**config.mk**
```make
export PLATFORM = sky130hd
export DESIGN_NAME = msu_uart
export DESIGN_NICKNAME = d
export VERILOG_FILES = /design/src/logic/msu_pkg.sv /design/src/logic/msu_baud_gen.sv /design/src/logic/msu_uart.sv
export SDC_FILE = /design/constraint.sdc
export NUM_CORES = 1
export LEC_CHECK = 0
export BUFFER_PORTS_ARGS = -buffer_cell sky130_fd_sc_hd__clkbuf_2
export CAP_MARGIN = 40
export CORE_ASPECT_RATIO = 0.6
export CORE_MARGIN = 2
export CORE_UTILIZATION = 51
export CTS_CLUSTER_SIZE = 8
export DETAILED_ROUTE_END_ITERATION = 8
export PLACE_DENSITY = 0.66
export SLEW_MARGIN = 20
export SYNTH_ARGS = -nofsm -noshare
export SYNTH_HDL_FRONTEND = slang
export SYNTH_HIERARCHICAL = 1
export SYNTH_SLANG_ARGS = --single-unit
```
**constraint.sdc**
```tcl
create_clock -name pclk -period 5.06 [get_ports pclk]
set_input_delay 1.518 -clock pclk [delete_from_list [all_inputs] [get_ports pclk]]
set_output_delay 1.518 -clock pclk [all_outputs]
set_load 0.02 [all_outputs]
```
**src/logic/msu_pkg.sv**
```systemverilog
// Shared constants for the serial channel: register map, field layout,
// state encodings and character-length decoding.
// Assumes a 32-bit APB slave with word-aligned registers.
package msu_pkg;

  // APB byte addresses
  localparam int ADDR_W = 8;
  localparam logic [7:0] OFS_TXBUF = 8'h00;
  localparam logic [7:0] OFS_RXBUF = 8'h04;
  localparam logic [7:0] OFS_BAUD = 8'h08;
  localparam logic [7:0] OFS_MODE = 8'h0C;
  localparam logic [7:0] OFS_CTRL0 = 8'h10;
  localparam logic [7:0] OFS_CTRL1 = 8'h14;
  localparam logic [7:0] OFS_SPM1 = 8'h18;
  localparam logic [7:0] OFS_SPM2 = 8'h1C;
  localparam logic [7:0] OFS_SPM3 = 8'h20;
  localparam logic [7:0] OFS_SPM4 = 8'h24;
  localparam logic [7:0] OFS_PRESC = 8'h28;

  // serial_mode_reg fields
  localparam int MR_CLK_SRC = 3;
  localparam int MR_STOP2 = 4;
  localparam int MR_PAR_EVEN = 5;
  localparam int MR_PAR_EN = 6;
  localparam int MR_POL_INV = 7;
  localparam logic [2:0] MODE_CSYNC = 3'h1;
  localparam logic [2:0] MODE_UART7 = 3'h4;
  localparam logic [2:0] MODE_UART8 = 3'h5;
  localparam logic [2:0] MODE_UART9 = 3'h6;

  // line_control0_reg fields
  localparam int C0_FLOW_RTS = 2;
  localparam int C0_SHIFT_EMPTY = 3;
  localparam int C0_FLOW_DIS = 4;
  localparam int C0_OPEN_DRAIN = 5;
  localparam int C0_MSB_FIRST = 7;

  // line_control1_reg fields
  localparam int C1_TX_EN = 0;
  localparam int C1_TX_EMPTY = 1;
  localparam int C1_RX_EN = 2;
  localparam int C1_RX_DONE = 3;
  localparam int C1_TX_IRQ_SEL = 4;
  localparam int C1_CONT_RX = 5;
  localparam int C1_DATA_INV = 6;

  // rx_holding_buffer_reg error field positions
  localparam int RB_OVR = 12;
  localparam int RB_FRM = 13;
  localparam int RB_PAR = 14;
  localparam int RB_SUM = 15;

  // Count source codes and bit timing
  localparam logic [1:0] CS_F1 = 2'h0;
  localparam logic [1:0] CS_F8 = 2'h1;
  localparam logic [1:0] CS_F2N = 2'h2;
  localparam logic [4:0] F8_LIMIT = 5'h07;
  localparam logic [3:0] TICK_LAST = 4'hF;
  localparam logic [3:0] TICK_HALF = 4'h7;
  localparam logic [3:0] LEN_7 = 4'h7;
  localparam logic [3:0] LEN_8 = 4'h8;
  localparam logic [3:0] LEN_9 = 4'h9;

  typedef enum logic [4:0] {
    TX_IDLE = 5'b00001, TX_START = 5'b00010, TX_DATA = 5'b00100,
    TX_PAR = 5'b01000, TX_STOP = 5'b10000
  } msu_tx_state_t;

  typedef enum logic [5:0] {
    RX_IDLE = 6'b000001, RX_START = 6'b000010, RX_DATA = 6'b000100,
    RX_PAR = 6'b001000, RX_STOP1 = 6'b010000, RX_STOP2 = 6'b100000
  } msu_rx_state_t;

  // Character length from the mode field; zero when not an async mode
  function automatic logic [3:0] msu_char_len(input logic [2:0] mode);
    case (mode)
      MODE_UART7: msu_char_len = LEN_7;
      MODE_UART8: msu_char_len = LEN_8;
      MODE_UART9: msu_char_len = LEN_9;
      default: msu_char_len = 4'h0;
    endcase
  endfunction

endpackage

```
**src/logic/msu_baud_gen.sv**
```systemverilog
// Baud tick source: prescaler (f1, f8, f2n) or external clock edges,
// then the divide-by-(m+1) counter; emits 16 ticks per bit.
// Assumes ext_clock_pin is synchronous to pclk.
`timescale 1ns/10ps
module msu_baud_gen (
  input wire logic pclk,
  input wire logic presetn,
  input wire logic [1:0] count_source_sel,
  input wire logic [3:0] prescale_div_field,
  input wire logic clock_source_sel,
  input wire logic ext_clock_pin,
  input wire logic [7:0] baud_divisor,
  output logic tick16
);
  import msu_pkg::*;

  logic [4:0] pre_cnt_r;
  logic [4:0] pre_lim;
  logic pre_en;
  logic ext_d_r;
  logic src_en;
  logic [7:0] div_cnt_r;

  // Prescaler limit; n=0 of f2n means no division
  always_comb begin
    case (count_source_sel)
      CS_F8: pre_lim = F8_LIMIT; // [RL10]
      CS_F2N: pre_lim = (prescale_div_field == 4'h0) ? 5'h00 :
                        5'({prescale_div_field, 1'b0} - 5'h01); // [RL10]
      default: pre_lim = 5'h00;
    endcase
  end

  assign pre_en = (pre_cnt_r >= pre_lim);

  // Prescaler counter; >= guards a limit lowered mid-count
  always_ff @(posedge pclk or negedge presetn) begin
    if (!presetn) begin
      pre_cnt_r <= 5'h00;
    end else if (pre_en) begin
      pre_cnt_r <= 5'h00;
    end else begin
      pre_cnt_r <= 5'(pre_cnt_r + 5'h01);
    end
  end

  // Rising edges of the external clock act as the count source
  always_ff @(posedge pclk or negedge presetn) begin
    if (!presetn) begin
      ext_d_r <= 1'b0;
    end else begin
      ext_d_r <= ext_clock_pin;
    end
  end

  assign src_en = clock_source_sel ? (ext_clock_pin & ~ext_d_r) : pre_en; // [RL9]

  // Divide by divisor plus one; 16 of these ticks make one bit
  always_ff @(posedge pclk or negedge presetn) begin
    if (!presetn) begin
      div_cnt_r <= 8'h00;
      tick16 <= 1'b0;
    end else begin
      tick16 <= 1'b0;
      if (src_en) begin
        if (div_cnt_r >= baud_divisor) begin
          div_cnt_r <= 8'h00;
          tick16 <= 1'b1; // [RL8] [RL9]
        end else begin
          div_cnt_r <= 8'(div_cnt_r + 8'h01);
        end
      end
    end
  end

endmodule

```
**src/logic/msu_uart.sv**
```systemverilog
// Asynchronous serial channel with APB register access.
// Assumes pins are synchronous to pclk and APB follows the usual handshake.
// Notes on behaviour
// RL1 - In clock-sync mode with continuous receive, reading rx buffer marks tx buffer full.
// RL2 - Software writes no dummy tx data while continuous receive is on.
// RL3 - Data inversion complements transmitted data bits and received data read back.
// RL4 - Characters carry 7, 8 or 9 data bits after one start bit.
// RL5 - One or two stop bits follow each character, per stop-length setting.
// RL6 - Parity is odd, even or absent per parity enable and type.
// RL7 - Mode field 100, 101, 110 selects 7, 8, 9-bit async characters.
// RL8 - Internal clock: bit rate is prescaled clock over 16 times divisor plus one.
// RL9 - External clock: bit rate is pin frequency over 16 times divisor plus one.
// RL10 - Prescaler field: zero means no division, else divide by 2n.
// RL11 - Transmit starts with tx enabled, data buffered and, if selected, clear-to-send low.
// RL12 - Reception starts only when enabled and a start bit is seen.
// RL13 - Tx interrupt on buffer load when select is 0, on completion when 1.
// RL14 - Rx interrupt when a finished character reaches the holding buffer.
// RL15 - Overrun if buffer unread when the bit before the last stop bit arrives.
// RL16 - On overrun the buffer is undefined and no rx interrupt is raised.
// RL17 - Framing error when the configured stop bits are not found.
// RL18 - Parity error on mismatch; summary flag on any overrun, framing or parity error.
// RL19 - Data inversion leaves start and stop bits alone; keep off for 9-bit.
// RL20 - Line polarity inversion flips the entire tx output and rx input.
// RL21 - Bit order selection applies to 8-bit characters only.
// RL22 - Buffers use the low 7, 8 or 9 bits; tx idles high or released.
// RL23 - Start bit qualified at its middle; bits sampled mid-period.
`timescale 1ns/10ps
module msu_uart (
  input wire logic pclk,
  input wire logic presetn,
  input wire logic psel,
  input wire logic penable,
  input wire logic pwrite,
  input wire logic [msu_pkg::ADDR_W-1:0] paddr,
  input wire logic [31:0] pwdata,
  output logic [31:0] prdata,
  output logic pready,
  output logic pslverr,
  input wire logic serial_in_pin,
  input wire logic clear_to_send_pin,
  input wire logic ext_clock_pin,
  output logic serial_out_pin,
  output logic serial_out_oe,
  output logic req_to_send_n,
  output logic tx_irq_req,
  output logic rx_irq_req
);
  import msu_pkg::*;

  logic [8:0] tb_r;
  logic [8:0] rb_r;
  logic [7:0] brg_r;
  logic [7:0] mr_r;
  logic [7:0] c0_r;
  logic [7:0] c1_r;
  logic [7:0] spm1_r;
  logic [7:0] spm2_r;
  logic [7:0] spm3_r;
  logic [7:0] spm4_r;
  logic [3:0] presc_r;
  logic tx_empty_r;
  logic shift_empty_r;
  logic rx_done_r;
  logic ovr_r;
  logic frm_r;
  logic par_r;
  logic tick;
  logic [3:0] char_len;
  logic uart_on;
  logic fmt_inv;
  logic fmt_msb;
  logic acc_done;
  logic wr_en;
  logic rd_en;
  logic tx_wr;
  logic rb_rd;
  logic [31:0] rd_mux;
  logic rd_hit;
  msu_tx_state_t tx_st_r;
  logic [8:0] tx_sh_r;
  logic tx_par_r;
  logic [3:0] tx_cnt_r;
  logic [3:0] tx_bit_r;
  logic tx_line;
  logic cts_ok;
  logic tx_start;
  logic tx_finish;
  msu_rx_state_t rx_st_r;
  logic [8:0] rx_sh_r;
  logic [3:0] rx_cnt_r;
  logic [3:0] rx_bit_r;
  logic rx_bad_stop_r;
  logic rx_par_bit_r;
  logic rx_ovr_mark_r;
  logic rx_line;
  logic rx_mid;
  logic rx_finish;
  logic rx_to_last_stop;
  logic [8:0] rx_data;
  logic rx_par_err;

  // Mask to length, complement (not for 9-bit), reverse for 8-bit MSB-first
  function automatic logic [8:0] fmt_data(input logic [8:0] d, input logic [3:0] len,
                                          input logic inv, input logic msb);
    logic [8:0] r;
    r = d;
    if (len == LEN_7) begin
      r[8:7] = 2'h0;
    end else if (len == LEN_8) begin
      r[8] = 1'b0;
    end
    if (inv && len != LEN_9) begin
      r = r ^ ((len == LEN_7) ? 9'h07F : 9'h0FF); // [RL3] [RL19]
    end
    if (msb && len == LEN_8) begin
      for (int i = 0; i < 8; i++) begin
        r[i] = d[7 - i] ^ (inv ? 1'b1 : 1'b0); // [RL21]
      end
    end
    fmt_data = r;
  endfunction

  assign char_len = msu_char_len(mr_r[2:0]); // [RL7]
  assign uart_on = (char_len != 4'h0);
  assign fmt_inv = c1_r[C1_DATA_INV];
  assign fmt_msb = c0_r[C0_MSB_FIRST];

  msu_baud_gen u_baud (
    .pclk(pclk),
    .presetn(presetn),
    .count_source_sel(c0_r[1:0]),
    .prescale_div_field(presc_r),
    .clock_source_sel(mr_r[MR_CLK_SRC]),
    .ext_clock_pin(ext_clock_pin),
    .baud_divisor(brg_r),
    .tick16(tick)
  );

  // APB: one wait state so read data can come from a flop
  assign acc_done = psel & penable & pready;
  assign wr_en = acc_done & pwrite & ~pslverr;
  assign rd_en = acc_done & ~pwrite & ~pslverr;
  assign tx_wr = wr_en && paddr == OFS_TXBUF;
  assign rb_rd = rd_en && paddr == OFS_RXBUF;

  // Read mux; error summary is derived, never stored
  always_comb begin
    rd_mux = 32'h0000_0000;
    rd_hit = 1'b1;
    case (paddr)
      OFS_TXBUF: rd_mux = 32'h0000_0000;
      OFS_RXBUF: begin
        rd_mux[8:0] = rb_r;
        rd_mux[RB_OVR] = ovr_r;
        rd_mux[RB_FRM] = frm_r;
        rd_mux[RB_PAR] = par_r;
        rd_mux[RB_SUM] = ovr_r | frm_r | par_r; // [RL18]
      end
      OFS_BAUD: rd_mux = 32'h0000_0000;
      OFS_MODE: rd_mux[7:0] = mr_r;
      OFS_CTRL0: begin
        rd_mux[7:0] = c0_r;
        rd_mux[C0_SHIFT_EMPTY] = shift_empty_r;
      end
      OFS_CTRL1: begin
        rd_mux[7:0] = c1_r;
        rd_mux[C1_TX_EMPTY] = tx_empty_r;
        rd_mux[C1_RX_DONE] = rx_done_r;
      end
      OFS_SPM1: rd_mux[7:0] = spm1_r;
      OFS_SPM2: rd_mux[7:0] = spm2_r;
      OFS_SPM3: rd_mux[7:0] = spm3_r;
      OFS_SPM4: rd_mux[7:0] = spm4_r;
      OFS_PRESC: rd_mux[3:0] = presc_r;
      default: rd_hit = 1'b0;
    endcase
  end

  // Answer flops: pready rises in the second access cycle
  always_ff @(posedge pclk or negedge presetn) begin
    if (!presetn) begin
      pready <= 1'b0;
      pslverr <= 1'b0;
      prdata <= 32'h0000_0000;
    end else begin
      pready <= psel & penable & ~pready;
      pslverr <= psel & penable & ~pready & ~rd_hit;
      prdata <= (psel & penable & ~pready & ~pwrite) ? rd_mux : 32'h0000_0000;
    end
  end

  // Software-written registers; status bits in them are read-only
  always_ff @(posedge pclk or negedge presetn) begin
    if (!presetn) begin
      tb_r <= 9'h000;
      brg_r <= 8'h00;
      mr_r <= 8'h00;
      c0_r <= 8'h00;
      c1_r <= 8'h00;
      spm1_r <= 8'h00;
      spm2_r <= 8'h00;
      spm3_r <= 8'h00;
      spm4_r <= 8'h00;
      presc_r <= 4'h0;
    end else if (wr_en) begin
      case (paddr)
        OFS_TXBUF: tb_r <= pwdata[8:0]; // [RL22]
        OFS_BAUD: brg_r <= pwdata[7:0];
        OFS_MODE: mr_r <= pwdata[7:0];
        OFS_CTRL0: c0_r <= pwdata[7:0];
        OFS_CTRL1: c1_r <= pwdata[7:0];
        OFS_SPM1: spm1_r <= pwdata[7:0];
        OFS_SPM2: spm2_r <= pwdata[7:0];
        OFS_SPM3: spm3_r <= pwdata[7:0];
        OFS_SPM4: spm4_r <= pwdata[7:0];
        OFS_PRESC: presc_r <= pwdata[3:0];
        default: presc_r <= presc_r;
      endcase
    end
  end

  // Transmit start; a buffer write in the same cycle defers the load
  assign cts_ok = c0_r[C0_FLOW_DIS] | c0_r[C0_FLOW_RTS] | ~clear_to_send_pin; // [RL11]
  assign tx_start = uart_on & c1_r[C1_TX_EN] & ~tx_empty_r & cts_ok & ~tx_wr &
                    (tx_st_r == TX_IDLE); // [RL11]
  assign tx_finish = tick && tx_cnt_r == TICK_LAST && tx_st_r == TX_STOP &&
                     (tx_bit_r != 4'h0 || !mr_r[MR_STOP2]);

  // Transmit sequencer: 16 ticks per bit
  always_ff @(posedge pclk or negedge presetn) begin
    if (!presetn) begin
      tx_st_r <= TX_IDLE;
      tx_sh_r <= 9'h000;
      tx_par_r <= 1'b0;
      tx_cnt_r <= 4'h0;
      tx_bit_r <= 4'h0;
    end else if (tx_start) begin
      tx_st_r <= TX_START; // [RL4]
      tx_sh_r <= fmt_data(tb_r, char_len, fmt_inv, fmt_msb); // [RL3] [RL21]
      tx_par_r <= ^fmt_data(tb_r, char_len, fmt_inv, fmt_msb) ^ ~mr_r[MR_PAR_EVEN]; // [RL6]
      tx_cnt_r <= 4'h0;
      tx_bit_r <= 4'h0;
    end else if (tick && tx_st_r != TX_IDLE) begin
      tx_cnt_r <= 4'(tx_cnt_r + 4'h1);
      if (tx_cnt_r == TICK_LAST) begin
        tx_bit_r <= 4'(tx_bit_r + 4'h1);
        case (tx_st_r)
          TX_START: begin
            tx_st_r <= TX_DATA;
            tx_bit_r <= 4'h0;
          end
          TX_DATA: begin
            if (tx_bit_r == 4'(char_len - 4'h1)) begin
              tx_st_r <= mr_r[MR_PAR_EN] ? TX_PAR : TX_STOP; // [RL6]
              tx_bit_r <= 4'h0;
            end
          end
          TX_PAR: begin
            tx_st_r <= TX_STOP;
            tx_bit_r <= 4'h0;
          end
          TX_STOP: begin
            if (tx_finish) begin
              tx_st_r <= TX_IDLE; // [RL5]
            end
          end
          default: tx_st_r <= TX_IDLE;
        endcase
      end
    end
  end

  // Line level before polarity; start and stop are never data-inverted
  always_comb begin
    case (tx_st_r)
      TX_START: tx_line = 1'b0;
      TX_DATA: tx_line = tx_sh_r[tx_bit_r];
      TX_PAR: tx_line = tx_par_r;
      default: tx_line = 1'b1; // [RL22]
    endcase
  end

  // Pin drive; open-drain releases the pin for a high level
  always_ff @(posedge pclk or negedge presetn) begin
    if (!presetn) begin
      serial_out_pin <= 1'b1;
      serial_out_oe <= 1'b1;
    end else begin
      serial_out_pin <= tx_line ^ mr_r[MR_POL_INV]; // [RL20]
      serial_out_oe <= ~c0_r[C0_OPEN_DRAIN] | ~(tx_line ^ mr_r[MR_POL_INV]); // [RL22]
    end
  end

  // Transmit flags; hardware set beats software clear
  always_ff @(posedge pclk or negedge presetn) begin
    if (!presetn) begin
      tx_empty_r <= 1'b1;
      shift_empty_r <= 1'b1;
      tx_irq_req <= 1'b0;
    end else begin
      tx_irq_req <= (tx_start & ~c1_r[C1_TX_IRQ_SEL]) |
                    (tx_finish & c1_r[C1_TX_IRQ_SEL]); // [RL13]
      if (tx_start) begin
        tx_empty_r <= 1'b1;
      end else if (tx_wr) begin
        tx_empty_r <= 1'b0;
      end else if (rb_rd && c1_r[C1_CONT_RX] && mr_r[2:0] == MODE_CSYNC) begin
        tx_empty_r <= 1'b0; // [RL1]
      end
      if (tx_start) begin
        shift_empty_r <= 1'b0;
      end else if (tx_finish) begin
        shift_empty_r <= 1'b1;
      end
    end
  end

  // Receive sampling helpers
  assign rx_line = serial_in_pin ^ mr_r[MR_POL_INV]; // [RL20]
  assign rx_mid = tick && rx_cnt_r == TICK_LAST;
  assign rx_finish = rx_mid && (rx_st_r == RX_STOP2 ||
                     (rx_st_r == RX_STOP1 && !mr_r[MR_STOP2]));
  assign rx_to_last_stop = rx_mid && ((rx_st_r == RX_STOP1 && mr_r[MR_STOP2]) ||
                           (!mr_r[MR_STOP2] && (rx_st_r == RX_PAR ||
                           (rx_st_r == RX_DATA && !mr_r[MR_PAR_EN] &&
                            rx_bit_r == 4'(char_len - 4'h1)))));
  assign rx_data = fmt_data(rx_sh_r, char_len, fmt_inv, fmt_msb); // [RL3] [RL21]
  assign rx_par_err = mr_r[MR_PAR_EN] &
                      (^rx_sh_r ^ rx_par_bit_r ^ ~mr_r[MR_PAR_EVEN]); // [RL18]

  // Receive sequencer
  always_ff @(posedge pclk or negedge presetn) begin
    if (!presetn) begin
      rx_st_r <= RX_IDLE;
      rx_sh_r <= 9'h000;
      rx_cnt_r <= 4'h0;
      rx_bit_r <= 4'h0;
      rx_bad_stop_r <= 1'b0;
      rx_par_bit_r <= 1'b0;
      rx_ovr_mark_r <= 1'b0;
    end else if (!c1_r[C1_RX_EN] || !uart_on) begin
      rx_st_r <= RX_IDLE;
    end else if (tick) begin
      rx_cnt_r <= 4'(rx_cnt_r + 4'h1);
      if (rx_to_last_stop) begin
        rx_ovr_mark_r <= rx_done_r; // [RL15]
      end
      case (rx_st_r)
        RX_IDLE: begin
          rx_cnt_r <= 4'h0;
          if (!rx_line) begin
            rx_st_r <= RX_START; // [RL12]
          end
        end
        RX_START: begin
          if (rx_cnt_r == TICK_HALF) begin
            rx_cnt_r <= 4'h0;
            rx_bit_r <= 4'h0;
            rx_sh_r <= 9'h000;
            rx_bad_stop_r <= 1'b0;
            rx_st_r <= rx_line ? RX_IDLE : RX_DATA; // [RL23]
          end
        end
        RX_DATA: begin
          if (rx_mid) begin
            rx_sh_r[rx_bit_r] <= rx_line; // [RL4] [RL23]
            rx_bit_r <= 4'(rx_bit_r + 4'h1);
            if (rx_bit_r == 4'(char_len - 4'h1)) begin
              rx_st_r <= mr_r[MR_PAR_EN] ? RX_PAR : RX_STOP1;
            end
          end
        end
        RX_PAR: begin
          if (rx_mid) begin
            rx_par_bit_r <= rx_line;
            rx_st_r <= RX_STOP1;
          end
        end
        RX_STOP1: begin
          if (rx_mid) begin
            rx_bad_stop_r <= ~rx_line;
            rx_st_r <= mr_r[MR_STOP2] ? RX_STOP2 : RX_IDLE; // [RL5]
          end
        end
        RX_STOP2: begin
          if (rx_mid) begin
            rx_bad_stop_r <= rx_bad_stop_r | ~rx_line;
            rx_st_r <= RX_IDLE;
          end
        end
        default: rx_st_r <= RX_IDLE;
      endcase
    end
  end

  // Holding buffer, completion flag and errors; set wins over read clear
  always_ff @(posedge pclk or negedge presetn) begin
    if (!presetn) begin
      rb_r <= 9'h000;
      rx_done_r <= 1'b0;
      ovr_r <= 1'b0;
      frm_r <= 1'b0;
      par_r <= 1'b0;
      rx_irq_req <= 1'b0;
    end else begin
      rx_irq_req <= 1'b0;
      if (rx_finish) begin
        rb_r <= rx_data; // [RL22]
        frm_r <= rx_bad_stop_r | ~rx_line; // [RL17]
        par_r <= rx_par_err; // [RL18]
        if (rx_ovr_mark_r) begin
          ovr_r <= 1'b1; // [RL15] [RL16]
        end else begin
          rx_done_r <= 1'b1;
          rx_irq_req <= 1'b1; // [RL14]
        end
      end else begin
        if (rb_rd) begin
          rx_done_r <= 1'b0;
        end
        if (!c1_r[C1_RX_EN]) begin
          ovr_r <= 1'b0;
        end
      end
    end
  end

  // Request-to-send asks for data while the holding buffer is free
  always_ff @(posedge pclk or negedge presetn) begin
    if (!presetn) begin
      req_to_send_n <= 1'b1;
    end else begin
      req_to_send_n <= ~(c0_r[C0_FLOW_RTS] & ~c0_r[C0_FLOW_DIS] &
                         c1_r[C1_RX_EN] & ~rx_done_r);
    end
  end

endmodule

```
## Word level (Yosys, flattened, before mapping)

Index checks and enable logic that the tools add are counted.

| storage, ports and cells | value |
|---|---|
| flip-flop bits (word level) | 179 |
| input port bits | 48 |
| output and inout bits | 39 |
| word-level logic and storage cells | 327 |

| operators by class | value |
|---|---|
| add/sub/neg operators | 8 |
| order comparisons | 5 |
| equal/unequal tests | 52 |
| muxes and demuxes | 89 |
| bitwise gates (word level) | 68 |
| reduce and logical (&&, ||, !) cells | 64 |

Operators with widths:

| cell | count |
|---|---|
| $mux 6 | 10 |
| $mux 8 | 6 |
| $mux 5 | 9 |
| $mux 9 | 5 |
| $mux 4 | 10 |
| $pmux 4 s9 | 1 |
| $pmux 6 s6 | 1 |
| $eq 8x5->1 const B | 4 |
| $mux 1 | 32 |
| $pmux 4 s8 | 1 |
| $reduce_and 2->1 | 14 |
| $eq 8x6->1 const B | 3 |
| $pmux 4 s2 | 3 |
| $and 1x1->1 | 21 |
| $xor 1x1->1 | 21 |
| $pmux 5 s4 | 1 |
| $logic_and 1x1->1 | 19 |
| $pmux 9 s2 | 1 |
| $reduce_xor 9->1 | 2 |
| $not 1->1 | 17 |
| $add 4x1->4 const B | 4 |
| $eq 8x4->1 const B | 2 |
| $mux 16 | 1 |
| $eq 4x4->1 const B | 3 |
| other kinds (57) | 95 |

## Logic depth before layout (Yosys ltp)

Gate-level depths: netlist of run 1.

| logic depth | value |
|---|---|
| depth after elaboration | 16 |
| depth in mapped cells | 12 |

## Hierarchy

Netlist of run 1, hierarchy kept.

Modules (own cells, without submodules):

| module | instances | cells an instance | area each (um2) | sequential area each (um2) |
|---|---|---|---|---|
| msu_uart | 1 | 824 | 8465.6 | 3962.6 |
| msu_baud_gen | 1 | 128 | 1176.1 | 375.4 |

## Worst setup path before layout of run 1

Ideal clock, no wire load.

| timing | value |
|---|---|
| path kind | input to register |
| start | input port paddr[3] (netlist bit) |
| end | register spm3_r[0] |
| setup time | 0.125 ns |
| data arrival time | 3.003 ns |
| slack | 1.932 ns |
| cell stages on the path | 6 |
| cells stage by stage | clkbuf_1 nor4_2 and2_1 clkbuf_1 nand2_1 mux2_2 |

| on the way | value |
|---|---|
| longest elaborated chain between the ends | 2 |

RTL lines:

| element | RTL line | text |
|---|---|---|
| from (decl) | msu_uart.sv:34 | `input wire logic [msu_pkg::ADDR_W-1:0] paddr,` |
| $eq 8x6->1 | msu_uart.sv:206 | `case (paddr)` |
| $reduce_and 2->1 (no line) | n/a |  |
| to (signal assigned) | msu_uart.sv:214 | `OFS_SPM3: spm3_r <= pwdata[7:0];` |
| to (decl) | msu_uart.sv:58 | `logic [7:0] spm3_r;` |

Every way passes these cells.
A chain may end at the register's enable or synchronous reset.

## Worst setup path in the final report of run 1

| timing | value |
|---|---|
| start | input port paddr[5] (netlist bit) |
| end | register spm1_r[7] |

| on the way | value |
|---|---|
| longest elaborated chain between the ends | 2 |

RTL lines:

| element | RTL line | text |
|---|---|---|
| $eq 8x5->1 | msu_uart.sv:206 |  |
| $reduce_and 2->1 (no line) | n/a |  |
| to (signal assigned) | msu_uart.sv:212 | `OFS_SPM1: spm1_r <= pwdata[7:0];` |
| to (decl) | msu_uart.sv:56 | `logic [7:0] spm1_r;` |

Every way passes these cells.

==> results, run 1 <==
- The flow ran to the end, and the final reports show no timing, DRC or antenna violations.
- Hold repair after CTS inserted 0 buffers.
- The hold violation count in the final report is 0.
- The fraction of registers with async set/reset is 1.00.
- In this run the cell area of the synthesized design comes to 9640 um2.
- The floorplan step set the die width to 182 um.
- In the routed design, unresolved DRC markers number 0.
- The synthesized design contains 173 register bits.
- Setup slack on the critical path of the routed design comes to 1.64 ns.
- The floorplan step defined a core boundary enclosing 18300 um2.
- Based on the critical path, the design can be clocked at up to 0.293 GHz.
- The source of the worst register-to-register timing path is mr_r[2].
- Buffers placed on the I/O ports in this run total 44.
- The number of antenna-violating nets in the routed design is 0.
- Data on the critical path is required at its endpoint by 5.39 ns.
- For this run, the leading register cell type out of synthesis is sky130_fd_sc_hd__dfrtp_1.
- The starting utilization of the core area is 0.527.
- From bottom edge to top edge, the die measures 111 um.
- TritonCTS built the clock tree.
- The post-synthesis cell type with the largest combined area is sky130_fd_sc_hd__dfrtp_1.
- The tightest hold path in the finished design has a slack of 0.482 ns.
- In this run the tightest slew margin relative to its limit is 0.462.
- Dividing the detail-routed via count by the number of cells gives 6.06.
- For this run, the total global-route usage over all layers was measured as 0.256.
- The worst path in the final design needs a cycle of 3.42 ns, including I/O delays and setup.
- For hold timing, the worst endpoint is req_to_send_n.
- Of the total power, registers draw 0.486.
- The post-cts gate resize count is 0.
- Synthesis instantiated 79 different standard cells from the library.
- 0 antenna diodes ended up in the layout.
- Setup slack on the worst reg-to-reg path comes out at 1.86 ns.
- Dividing the final minimum period by the clock period gives 0.675.
- The max-slew violation total from the final report is 0.
- The internal power of the cells totals 2.28 mW.
- Across the run, the number of max-cap violations was 0.
- Counting instances, the worst hold path has a depth of 1.
- The initial antenna violation count was 0.
- The total congestion overflow is 0.
- By area the synthesized netlist is led by sky130_fd_sc_hd__dfrtp_1 (43%), sky130_fd_sc_hd__mux2_2 (9.2%), sky130_fd_sc_hd__ha_1 (3.6%).
- Data arrives at the worst endpoint at 3.74 ns.
- For this block, the initial DRC count from the detailed router was 827.
- The congestion estimate from routability-driven global placement came to 0.851.
- In this run the critical register-to-register path is captured at tx_par_r.
- The measured slew at the worst slew-check pin is 0.802 ns.
- Of all nets on the critical path, the largest fanout is 15.
- The clock slew seen by the registers of the worst setup and hold paths is 0.07 ns.
- The yosys synthesis warning count is 6.
- The post-synthesis cell count is 952.
- After detailed routing, the average wire length per cell comes to 20.0 um.
- In this run the most critical hold path is launched from c0_r[2].
- The share of synthesized area in the top cell type comes to 0.431.
- The number of placed I/O pins is 87.
- Setup repair after global routing left no endpoint under its margin.
- The iteration count of the initial detailed-routing pass is 5.
- The power spent charging and discharging nets is 0.809 mW.
- A synthesized cell averages 10.1 um2.
- Clock latency on the worst-skew pair, taken at its later pin, is 0.44 ns.
- STA classifies the critical path endpoint as a flop.
- Entering global routing, the biggest net connects 86 pins.
- The H-tree was split into 4 levels.
- The first global-routing pass estimated 39.4 mm of wire.
- The die covers 20100 um2.
- The worst setup path is of the primary input to flop kind.
- The depth of the most critical reg-to-reg path is 12.
- Summing all non-filler instances in the final layout gives an area of 10600 um2.
- The setup TNS is 0 ns.
- The static leakage is 4.90 nW.
- In this run the core area contains 38 standard-cell rows.
- Setup violations remaining at the end of the flow were counted as 0.
- The number of global-route vias before repair is 6823.
- The power per unit of standard cell area is 291 nW/um2.
- On the final layout, the worst clock skew is 0.00858 ns.
- In this run the deepest clock path goes through 2 buffers.
- Of the synthesized area, sequential elements account for 0.450.
- Of the total power, the clock network draws 0.421.
- The wire length reported by the detailed router is 24.5 mm.
- The estimated wirelength of the detail-placed design is 17.8 mm.
- After clock tree synthesis, the setup repair step added 0 buffers.
- The switching power share of the total is 0.262.
- IR analysis of the VDD net gives a maximum drop of 0.243 mV.
- STA classifies the critical path startpoint as a primary input.
- The min-delay analysis places its worst path in the category flop to flop.
- The minimum setup slack after placement is 1.30 ns.
- The clock drives 173 sinks.
- The number of CTS-inserted buffers is 17.
- Yosys mapped a number of flops with a built-in enable equal to 0.
- The combinational power share is 0.093.
- The area added between synthesis and finish is 9.76%.
- The root buffer cell is sky130_fd_sc_hd__clkbuf_16.
- In the final layout, the share of cells above drive strength 1 is 0.205.
- The routed layout has 7419 vias.
- Summing all placed instances gives a cell area of 9980 um2.
- The final layout contains 1050 nets.
-- critical path, cell delays in order --
cell                       delay [ns]
sky130_fd_sc_hd__clkbuf_2        0.14
sky130_fd_sc_hd__nor3_1          0.23
sky130_fd_sc_hd__and2_1          0.58
sky130_fd_sc_hd__and3_1          0.51
sky130_fd_sc_hd__nand2_1         0.37
sky130_fd_sc_hd__mux2_2          0.39
-- per-layer routing --
layer | vias up | track usage | part of all wire
li1 | 3462 | - | -
met1 | 3659 | 0.444 | 0.55
met2 | 282 | 0.306 | 0.37
met3 | 16 | 0.0594 | 0.076
met4 | 0 | 0.0537 | 0.0079
met5 | - | 0 | 0
-- cell families after synthesis --
logic type	Yosys count	synth area share
AO/OA/AOI/OAI	230	0.169
XOR/XNOR	33	0.0328
other	1	0.000389
adder cells (fa/ha/maj)	28	0.0363
flip-flops	173	0.450
AND/OR/NAND/NOR	283	0.151
buffers and inverters	114	0.0546
multiplexers	90	0.105
-- cell usage in the layout (no fill, tap or decap), types with 18 or more instances in the layout --
master	synthesis	layout
sky130_fd_sc_hd__inv_1	38	38
sky130_fd_sc_hd__xnor2_1	18	18
sky130_fd_sc_hd__nand2_1	72	72
sky130_fd_sc_hd__a21oi_1	28	28
sky130_fd_sc_hd__mux2_2	79	79
sky130_fd_sc_hd__conb_1	1	19
sky130_fd_sc_hd__dfrtp_1	166	166
sky130_fd_sc_hd__ha_1	28	28
sky130_fd_sc_hd__nand3_1	31	31
sky130_fd_sc_hd__clkbuf_2	0	43
sky130_fd_sc_hd__nor3_1	21	21
sky130_fd_sc_hd__o21ai_0	58	58
sky130_fd_sc_hd__nor2_1	64	64
-- Yosys cell counts, types with 11 or more instances --
master,instances
sky130_fd_sc_hd__a21oi_1,28
sky130_fd_sc_hd__a221oi_1,11
sky130_fd_sc_hd__a222oi_1,11
sky130_fd_sc_hd__a22o_1,17
sky130_fd_sc_hd__a31oi_1,12
sky130_fd_sc_hd__and2_1,16
sky130_fd_sc_hd__and3_1,16
sky130_fd_sc_hd__buf_4,20
sky130_fd_sc_hd__clkbuf_1,37
sky130_fd_sc_hd__dfrtp_1,166
sky130_fd_sc_hd__ha_1,28
sky130_fd_sc_hd__inv_1,38
sky130_fd_sc_hd__mux2_2,79
sky130_fd_sc_hd__nand2_1,72
sky130_fd_sc_hd__nand3_1,31
sky130_fd_sc_hd__nor2_1,64
sky130_fd_sc_hd__nor2b_1,11
sky130_fd_sc_hd__nor3_1,21
sky130_fd_sc_hd__o21ai_0,58
sky130_fd_sc_hd__o22ai_1,17
sky130_fd_sc_hd__xnor2_1,18
sky130_fd_sc_hd__xor2_1,13
-- worst max-delay path by stage --
| stage | startpoint | endpoint | slack (ns) | cells past startpoint |
|---|---|---|---|---|
| final | paddr[5] | spm1_r[7] | 1.64 | 6 |
| after global routing | penable | tx_sh_r[7] | 1.53 | 9 |
| after CTS | paddr[5] | spm1_r[7] | 1.77 | 6 |
| after detailed placement | paddr[5] | spm1_r[7] | 1.30 | 6 |
| after global placement | paddr[5] | spm1_r[7] | 1.34 | 6 |
| after floorplan | paddr[3] | spm3_r[0] | 1.93 | 6 |
-- area by class of cell --
| class | count | area [um2] |
|---|---|---|
| Fill cell | 1596 | 7720 |
| Multi-Input combinational cell | 683 | 4850 |
| Sequential cell | 173 | 4340 |
| Clock buffer | 18 | 429 |
| Timing Repair Buffer | 60 | 379 |
| Tap cell | 240 | 300 |
| Inverter | 39 | 146 |
| Clock inverter | 12 | 139 |
-- through the flow --
step                      cells  total power, mW  utilization
final                      1225             3.08        0.578
after global routing       1225             3.21        0.578
after CTS                  1223             3.10        0.576
after detailed placement   1193             1.81        0.545
after global placement     1193             1.80        0.545
after floorplan             970             1.71            -
-- power by group through the flow --
stage / combinational [mW] / clock (mW) / sequential, mW
finish: 0.287 / 1.30 / 1.50
global route: 0.324 / 1.38 / 1.51
CTS: 0.286 / 1.32 / 1.50
detailed placement: 0.286 / 0 / 1.52
global placement: 0.282 / 0 / 1.52
floorplan: 0.219 / 0 / 1.49
-- sequential cells by signal, summed over array words and instances, names as in the netlist, 7 cells and up --
signal / cells
spm4_r: 8
brg_r: 8
c0_r: 7
u_baud/div_cnt_r: 8
tx_sh_r: 9
rb_r: 9
mr_r: 8
prdata: 13
spm2_r: 8
tb_r: 9
spm3_r: 8
rx_sh_r: 9
spm1_r: 8
(Power assumes the default switching activity.)
==> inputs of run 2 (changes only) <==
==> constraint.sdc (replaced) <==
create_clock -name pclk -period 3.43 [get_ports pclk]
set_input_delay 1.029 -clock pclk [delete_from_list [all_inputs] [get_ports pclk]]
set_output_delay 1.029 -clock pclk [all_outputs]
set_load 0.02 [all_outputs]
==> run 2 against run 1 <==
  * Core utilization increased by 0.47 points
  * Worst setup slack got worse by 1.4 ns
  * Sequential share of layout area decreased by 0.33 points
  * Clock power increased by 47%
  * Clock-buffer cell count increased by 1
  * Via count increased by 1.4%
  * Hold slack got worse by 0.0033 ns
  * Clock skew increased by 0.0053 ns
  * Flip-flop and latch count unchanged
  * Global-route usage increased by 0.064 points
  * Critical endpoint is now u_baud/div_cnt_r[0]
  * Highest routed layer unchanged
==> results, run 2 (synthesized netlist as in run 1, its figures left out) <==
- The depth of the most critical reg-to-reg path is 12 (unchanged).
- The number of nets in the layout is 1062 (+1.1%).
- The number of flip-flops under the largest register name is 13 (unchanged).
- The tightest min-delay check is of the flop to flop type.
- The max-slew violation total from the final report came to 0 (unchanged).
- The number of global-route vias before repair is 7074 (+3.7%).
- The count of vias placed by the detailed router came to 7526 (+1.4%).
- The number of endpoints failing setup at the final stage is 0 (unchanged).
- The estimated wirelength of the detail-placed design is 18.3 mm (+2.8%).
- The clock latency reported for the late side of the worst-skew pair was 0.44 ns (about the same).
- The number of antenna-violating nets in the routed design is 0 (unchanged).
- The detailed-route wire length per cell was 20.0 um (about the same).
- The all-layer global routing usage is 0.256 (+0.000640).
- The number of buffers added on ports came to 44 (unchanged).
- The post-cts gate resize count is 0 (unchanged).
- The count of cells along the worst hold path is 1 (unchanged).
- The measured slew at the worst slew-check pin is 0.786 ns (-0.0157 ns).
- The static leakage is 4.98 nW (+1.5%).
- The placer's final routability congestion estimate is 0.905 (+6.4%).
- The number of DRC violations after detailed routing came to 0 (unchanged).
- The die width came to 182 um (unchanged).
- The number of violations reported at the end of detailed-routing iteration 0 was 802 (-3.0%).
- The total of max-cap violations is 0 (unchanged).
- The maximum number of pins on one net before global-route repair was 72 (-16%).
- The highest fanout seen on the critical path came to 7 (-8).
- The sort of element at the end of the critical path is a flop.
- Dividing the final minimum period by the clock period gives 0.918.
- The number of sinks on the clock net came to 173 (unchanged).
- The worst setup path is launched from a flop.
- The cell sitting at the root of the clock tree is a sky130_fd_sc_hd__clkbuf_16.
- The data arrival time of the critical path is 3.53 ns (-0.21 ns).
- The total die area was 20100 um2 (unchanged).
- The hold violation count in the final report is 0 (unchanged).
- The number of CTS-inserted buffers came to 17 (unchanged).
- The required time reported for the critical path endpoint is 3.81 ns (-1.58 ns).
- The max-slew headroom at the worst pin is 0.473 (+0.0105).
- The worst supply voltage drop on vdd came to 0.322 mV (+32%).
- In the layout the commonest cells are sky130_fd_sc_hd__dfrtp_1 (166), sky130_fd_sc_hd__mux2_2 (79), sky130_fd_sc_hd__nand2_1 (72).
- The total congestion overflow came to 0 (unchanged).
- The number of H-tree levels is 4 (unchanged).
- The area added between synthesis and finish is 10.7%.
- Traced cell by cell, the critical path runs through inv_1 -> ha_1 -> nand3b_1 -> a21oi_1 -> nor2_1 -> o21ai_0 -> ha_1 -> nand2_1 -> o21ai_0 -> a21oi_2 -> nor2_1 -> mux2_2.
- The most common library cell in the layout ignoring fill and taps is sky130_fd_sc_hd__dfrtp_1.
- The initial antenna violation count came to 0 (unchanged).
- The share of cells above drive strength 1 is 0.216 (+0.0111).
- The placement row count is 38 (unchanged).
- The classification of the worst setup path is flop to flop.
- The routed design could run at a clock period as short as 3.15 ns.
- Setup repair after global routing left no endpoint under its margin.
- The number of setup buffers added after CTS is 0 (unchanged).
- The top achievable clock speed is 0.318 GHz.
- Grouping stages by cell kind, the critical path spends the most delay in compound AO/OA/AOI/OAI gates.
- The buffer depth of the longest clock path is 2 (unchanged).
- The buffer and inverter count on the worst path is 1 (unchanged).
- The starting utilization of the core area came to 0.527 (unchanged).
- The iteration count of the initial detailed-routing pass is 8 (+3).
- The diode insertion count for antenna repair was 0 (unchanged).
- The setup clock skew after layout was 0.0139 ns (+0.00529 ns).
- The clock slew seen by the registers of the worst setup and hold paths is 0.07 ns (about the same).
- The final standard cell utilization of the core is 0.583 (+0.00472).
- The longest individual stage delay on the worst path is 0.58 ns (about the same).
- The power per unit of standard cell area is 428 nW/um2 (+47%).
- The flow ran to the end, and the final reports show no timing, DRC or antenna violations.
- The floorplan die height is 111 um (unchanged).
- The critical-path cell with the highest stage delay is sky130_fd_sc_hd__o21ai_0.
- The cell count along the critical path is 12 (+6).
- The wire length reported by the detailed router is 24.8 mm (+1.2%).
- The wire length of the first global-routing pass is 39.8 mm (+0.86%).
- The setup TNS came to 0 ns (unchanged).
- prdata holds more flip-flops than any other register.
- The detailed-route vias per instance was 6.07 (+0.30%).
- The number of placed I/O pins is 87 (unchanged).
- The total of hold buffers inserted after clock tree synthesis is 0 (unchanged).
- The standard cell core area is 18300 um2 (unchanged).
- The CTS tree is done.
## run 2: worst paths after layout
path | endpoint | from | slack [ns]
setup / recovery | u_baud/div_cnt_r[0] | presc_r[0] | 0.28
hold / removal | rx_irq_req | rx_ovr_mark_r | 0.48
setup reg to reg | u_baud/div_cnt_r[0] | presc_r[0] | 0.28
hold reg to reg | rx_irq_req | rx_ovr_mark_r | 0.48
max in group asynchronous | serial_out_pin | presetn | 1.99
min in group asynchronous | rx_st_r[2] | presetn | 0.59
## run 2: worst reg2reg max path, cell delays in order (launching register included)
cell and delay, ns:
sky130_fd_sc_hd__dfrtp_1 0.42, sky130_fd_sc_hd__inv_1 0.10, sky130_fd_sc_hd__ha_1 0.23, sky130_fd_sc_hd__nand3b_1 0.09, sky130_fd_sc_hd__a21oi_1 0.06, sky130_fd_sc_hd__nor2_1 0.18, sky130_fd_sc_hd__o21ai_0 0.13, sky130_fd_sc_hd__ha_1 0.31
sky130_fd_sc_hd__nand2_1 0.05, sky130_fd_sc_hd__o21ai_0 0.58, sky130_fd_sc_hd__a21oi_2 0.28, sky130_fd_sc_hd__nor2_1 0.43, sky130_fd_sc_hd__mux2_2 0.24
## run 2: through the flow
stage          setup WS [ns]  hold slack, ns  cells  cell area (um2)  power [mW]
3_3_place_gp           0.462           0.459   1207            10100        2.67
2_1_floorplan          0.791           0.388    970             9710        2.53
6_report               0.281           0.479   1239            10700        4.56
5_1_grt                0.111           0.501   1239            10700        4.76
3_5_place_dp           0.416           0.470   1207            10100        2.68
4_1_cts                0.412           0.484   1239            10700        4.60
## run 2: layout make-up
cell class	instances	area, um2
multi-input cells	683	4850
clock buffers	19	443
inverters	39	146
well taps	240	300
repair buffers	72	462
clock inverters	13	129
flip-flops and latches	173	4340
fillers	1566	7640
## run 2: power breakdown
| part | internal (mW) | total (mW) | leakage, nW | switching (mW) |
|---|---|---|---|---|
| registers | 2.12 | 2.21 | 2.31 | 0.0960 |
| logic | 0.168 | 0.438 | 2.39 | 0.270 |
| clock network | 1.04 | 1.91 | 0.281 | 0.874 |
| total | 3.32 | 4.56 | 4.98 | 1.24 |
## run 2: layer usage
metal / vias up / GRT usage / share of wire
met1: 3692 / 0.419 / 0.52
li1: 3494 / - / -
met2: 320 / 0.321 / 0.37
met5: - / 0 / 0
met3: 20 / 0.0732 / 0.10
met4: 0 / 0.0645 / 0.011
==> inputs of run 3 (changes only) <==
--- a/config.mk
+++ b/config.mk
@@ -5,13 +5,14 @@
 export SDC_FILE = /design/constraint.sdc
 export NUM_CORES = 1
 export LEC_CHECK = 0
-export BUFFER_PORTS_ARGS = -buffer_cell sky130_fd_sc_hd__clkbuf_2
+export BUFFER_PORTS_ARGS = -buffer_cell sky130_fd_sc_hd__buf_4
 export CAP_MARGIN = 40
 export CORE_ASPECT_RATIO = 0.6
 export CORE_MARGIN = 2
 export CORE_UTILIZATION = 51
 export CTS_CLUSTER_SIZE = 8
 export DETAILED_ROUTE_END_ITERATION = 8
+export GPL_TIMING_DRIVEN = 0
 export PLACE_DENSITY = 0.66
 export SLEW_MARGIN = 20
 export SYNTH_ARGS = -nofsm -noshare
==> run 3 against run 2 <==
  * Sequential share of layout area shrank 1.0 points
  * Global-route usage is 0.55 points higher
  * Via count rose by 2.7%
  * Core utilization is 1.5 points higher
  * Critical endpoint is now tx_sh_r[4]
  * Largest power group unchanged
  * Highest routed layer unchanged
==> results, run 3 (synthesized netlist as in run 1, its figures left out) <==
- The part of the total power dissipated in the clock network came to 0.420 (about the same).
- The diode insertion count for antenna repair came to 0 (unchanged).
- The wire length reported by the detailed router is 25.4 mm (+2.6%).
- The switching power share of the total came to 0.273 (+0.00112).
- The data arrival time of the critical path is 3.44 ns (-0.09 ns).
- The total of max-cap violations came to 0 (unchanged).
- The register bank with the most flops is prdata.
- The worst register-to-register path ends at tx_par_r.
- The number of DRC violations after detailed routing was 0 (unchanged).
- The tightest hold margin is 0.477 ns (-0.00177 ns).
- The power per unit of standard cell area was 423 nW/um2 (-1.1%).
- The number of buffers added on ports is 41 (-6.8%).
- The highest fanout seen on the critical path is 10 (+3).
- The count of vias placed by the detailed router came to 7732 (+2.7%).
- The number of antenna-violating nets in the routed design came to 0 (unchanged).
- The max-slew violation total from the final report came to 0 (unchanged).
- The all-layer global routing usage was 0.262 (+0.00547).
- The sort of element at the end of the critical path is a flop.
- The top achievable clock speed was 0.318 GHz (+0.21%).
- The number of flip-flops under the largest register name is 13 (unchanged).
- The placement row count is 38 (unchanged).
- The estimated wirelength of the detail-placed design is 18.7 mm (+2.1%).
- The floorplan die height was 111 um (unchanged).
- The number of global-route vias before repair came to 7046 (-0.40%).
- The total of hold buffers inserted after clock tree synthesis is 0 (unchanged).
- The iteration count of the initial detailed-routing pass was 5 (-3).
- The internal power is 3.36 mW (+1.3%).
- The worst hold path endpoint is rx_irq_req.
- The final instance area is 10900 um2 (+2.6%).
- The path class of the tightest hold or removal check is flop to flop.
- Setup repair after global routing left no endpoint under its margin.
- STA classifies the critical path startpoint as a primary input.
- The top cell types in the final layout, fill and taps aside, are sky130_fd_sc_hd__dfrtp_1 (166), sky130_fd_sc_hd__mux2_2 (79), sky130_fd_sc_hd__nand2_1 (72).
- The area of all sequential standard cells is 4340 um2 (unchanged).
- The setup clock skew after layout came to 0.00766 ns (-0.00621 ns).
- The number of setup buffers added after CTS is 0 (unchanged).
- The worst hold path begins at rx_ovr_mark_r.
- The measured slew at the worst slew-check pin is 0.874 ns (+0.0881 ns).
- The area of combinational cells with multiple inputs is 4840 um2 (-0.13%).
- The clock latency reported for the late side of the worst-skew pair came to 0.44 ns (about the same).
- The power spent charging and discharging nets was 1.26 mW (+1.8%).
- The hold violation count in the final report came to 0 (unchanged).
- The number of sinks on the clock net came to 173 (unchanged).
- The number of nets in the layout is 1107 (+4.2%).
- The placer's final routability congestion estimate is 0.899 (-0.66%).
- The post-cts gate resize count is 0 (unchanged).
- The maximum number of pins on one net before global-route repair is 99 (+38%).
- The die width came to 182 um (unchanged).
- The minimum setup slack after placement is -0.0522 ns (-0.469 ns).
- The share of cells above drive strength 1 is 0.207 (-0.00932).
- The total congestion overflow came to 0 (unchanged).
- The area added between synthesis and finish is 13.5%.
- The worst setup path is of the primary input to flop kind.
- The max-slew headroom at the worst pin was 0.412 (-0.0610).
- The detailed-route vias per instance is 6.02 (-0.86%).
- The smallest setup slack after layout is 0.288 ns (+0.00653 ns).
- The standard cell core area is 18300 um2 (unchanged).
- The cell area after placement is 10400 um2 (+2.6%).
- The number of endpoints failing setup at the final stage came to 0 (unchanged).
- The share of power burned in registers was 0.470 (-0.015).
- The flow ran to the end, and the final reports show no timing, DRC or antenna violations.
- The static leakage is 5.07 nW (+1.8%).
- The root buffer cell is sky130_fd_sc_hd__clkbuf_16.
- The final-layout fill cell count is 1580 (+0.89%).
- The number of placed I/O pins was 87 (unchanged).
- The number of violations reported at the end of detailed-routing iteration 0 was 776 (-3.2%).
- The library cell used most frequently in the layout, excluding fill and tap cells, is sky130_fd_sc_hd__dfrtp_1.
- The initial antenna violation count came to 0 (unchanged).
- The combinational power share is 0.110 (+0.014).
- The final clock period utilization by the worst path came to 0.916 (-0.00190).
- The number of H-tree levels is 4 (unchanged).
- The worst supply voltage drop on vdd is 0.364 mV (+13%).
- In this run the critical register-to-register path is launched from mr_r[2].
- The total die area is 20100 um2 (unchanged).
- The number of CTS-inserted buffers came to 17 (unchanged).
- The minimum setup slack among reg-to-reg paths came to 0.30 ns (+0.02 ns).
- The setup TNS is 0 ns (unchanged).
- The detailed-route wire length per cell is 19.8 um (-0.99%).
- The final critical path time including I/O delays and setup is 3.14 ns (-0.00653 ns).
- The count of cells along the worst hold path is 1 (unchanged).
- The buffer depth of the longest clock path is 2 (unchanged).
- The clock slew seen by the registers of the worst setup and hold paths came to 0.07 ns (about the same).
- The wire length of the first global-routing pass is 40.4 mm (+1.6%).
- The starting utilization of the core area is 0.527 (unchanged).
- TritonCTS built the clock tree.
- The required time reported for the critical path endpoint is 3.72 ns (-0.09 ns).
- The depth of the most critical reg-to-reg path is 11 (-1).
## run 3: changes by cell type in the layout (fill, tap and decap cells not counted), moves of 3 or more
cell and delta:
sky130_fd_sc_hd__inv_8 +3, sky130_fd_sc_hd__clkbuf_2 -43, sky130_fd_sc_hd__buf_1 +9, sky130_fd_sc_hd__clkbuf_1 +35, sky130_fd_sc_hd__buf_2 +7, sky130_fd_sc_hd__buf_4 +35
## run 3: worst max-delay path, cell delays in order
cell and delay (ns):
sky130_fd_sc_hd__clkbuf_1 0.21, sky130_fd_sc_hd__nor4_2 0.75, sky130_fd_sc_hd__nand3_1 0.28, sky130_fd_sc_hd__nand4_1 0.49, sky130_fd_sc_hd__clkbuf_1 0.50, sky130_fd_sc_hd__o21ai_0 0.18
## run 3: cell type report
type / count / area share
Tap cell: 240 / 0.0274
Multi-Input combinational cell: 683 / 0.443
Buffer: 74 / 0.0344
Timing Repair Buffer: 43 / 0.0320
Sequential cell: 173 / 0.396
Inverter: 39 / 0.0134
Clock inverter: 14 / 0.0137
Clock buffer: 18 / 0.0401
## run 3: power groups by stage
stage,sequential (mW),clock [mW],combinational (mW)
after floorplan,2.20,0,0.323
after global placement,2.21,0,0.488
after detailed placement,2.21,0,0.506
after CTS,2.17,1.98,0.508
after global routing,2.18,2.06,0.569
final,2.17,1.94,0.510
## run 3: worst max-delay path by stage
stage,from,endpoint,slack (ns),depth (start not counted)
2_1_floorplan,paddr[3],spm3_r[0],0.79,6
3_3_place_gp,paddr[3],tx_sh_r[3],-0.03,6
3_5_place_dp,paddr[3],tx_sh_r[3],-0.05,6
4_1_cts,mr_r[2],tx_par_r,0.26,12
5_1_grt,mr_r[2],rb_r[1],0.1,11
6_report,paddr[3],tx_sh_r[4],0.29,6
## run 3: per-stage QoR
step | total power, mW | instances | util
CTS | 4.65 | 1285 | 0.598
global route | 4.81 | 1284 | 0.598
detailed placement | 2.71 | 1253 | 0.566
floorplan | 2.53 | 970 | -
global placement | 2.70 | 1251 | 0.564
finish | 4.63 | 1284 | 0.598
## run 3: routing by layer
layer | vias to the layer above | wire length (um) | part of all wire | track usage
met1 | 3833 | 13500 | 0.53 | 0.447
met4 | 0 | 280 | 0.011 | 0.0699
met3 | 24 | 2240 | 0.088 | 0.0627
met2 | 298 | 9400 | 0.37 | 0.313
met5 | - | 0 | 0 | 0
li1 | 3577 | - | - | -
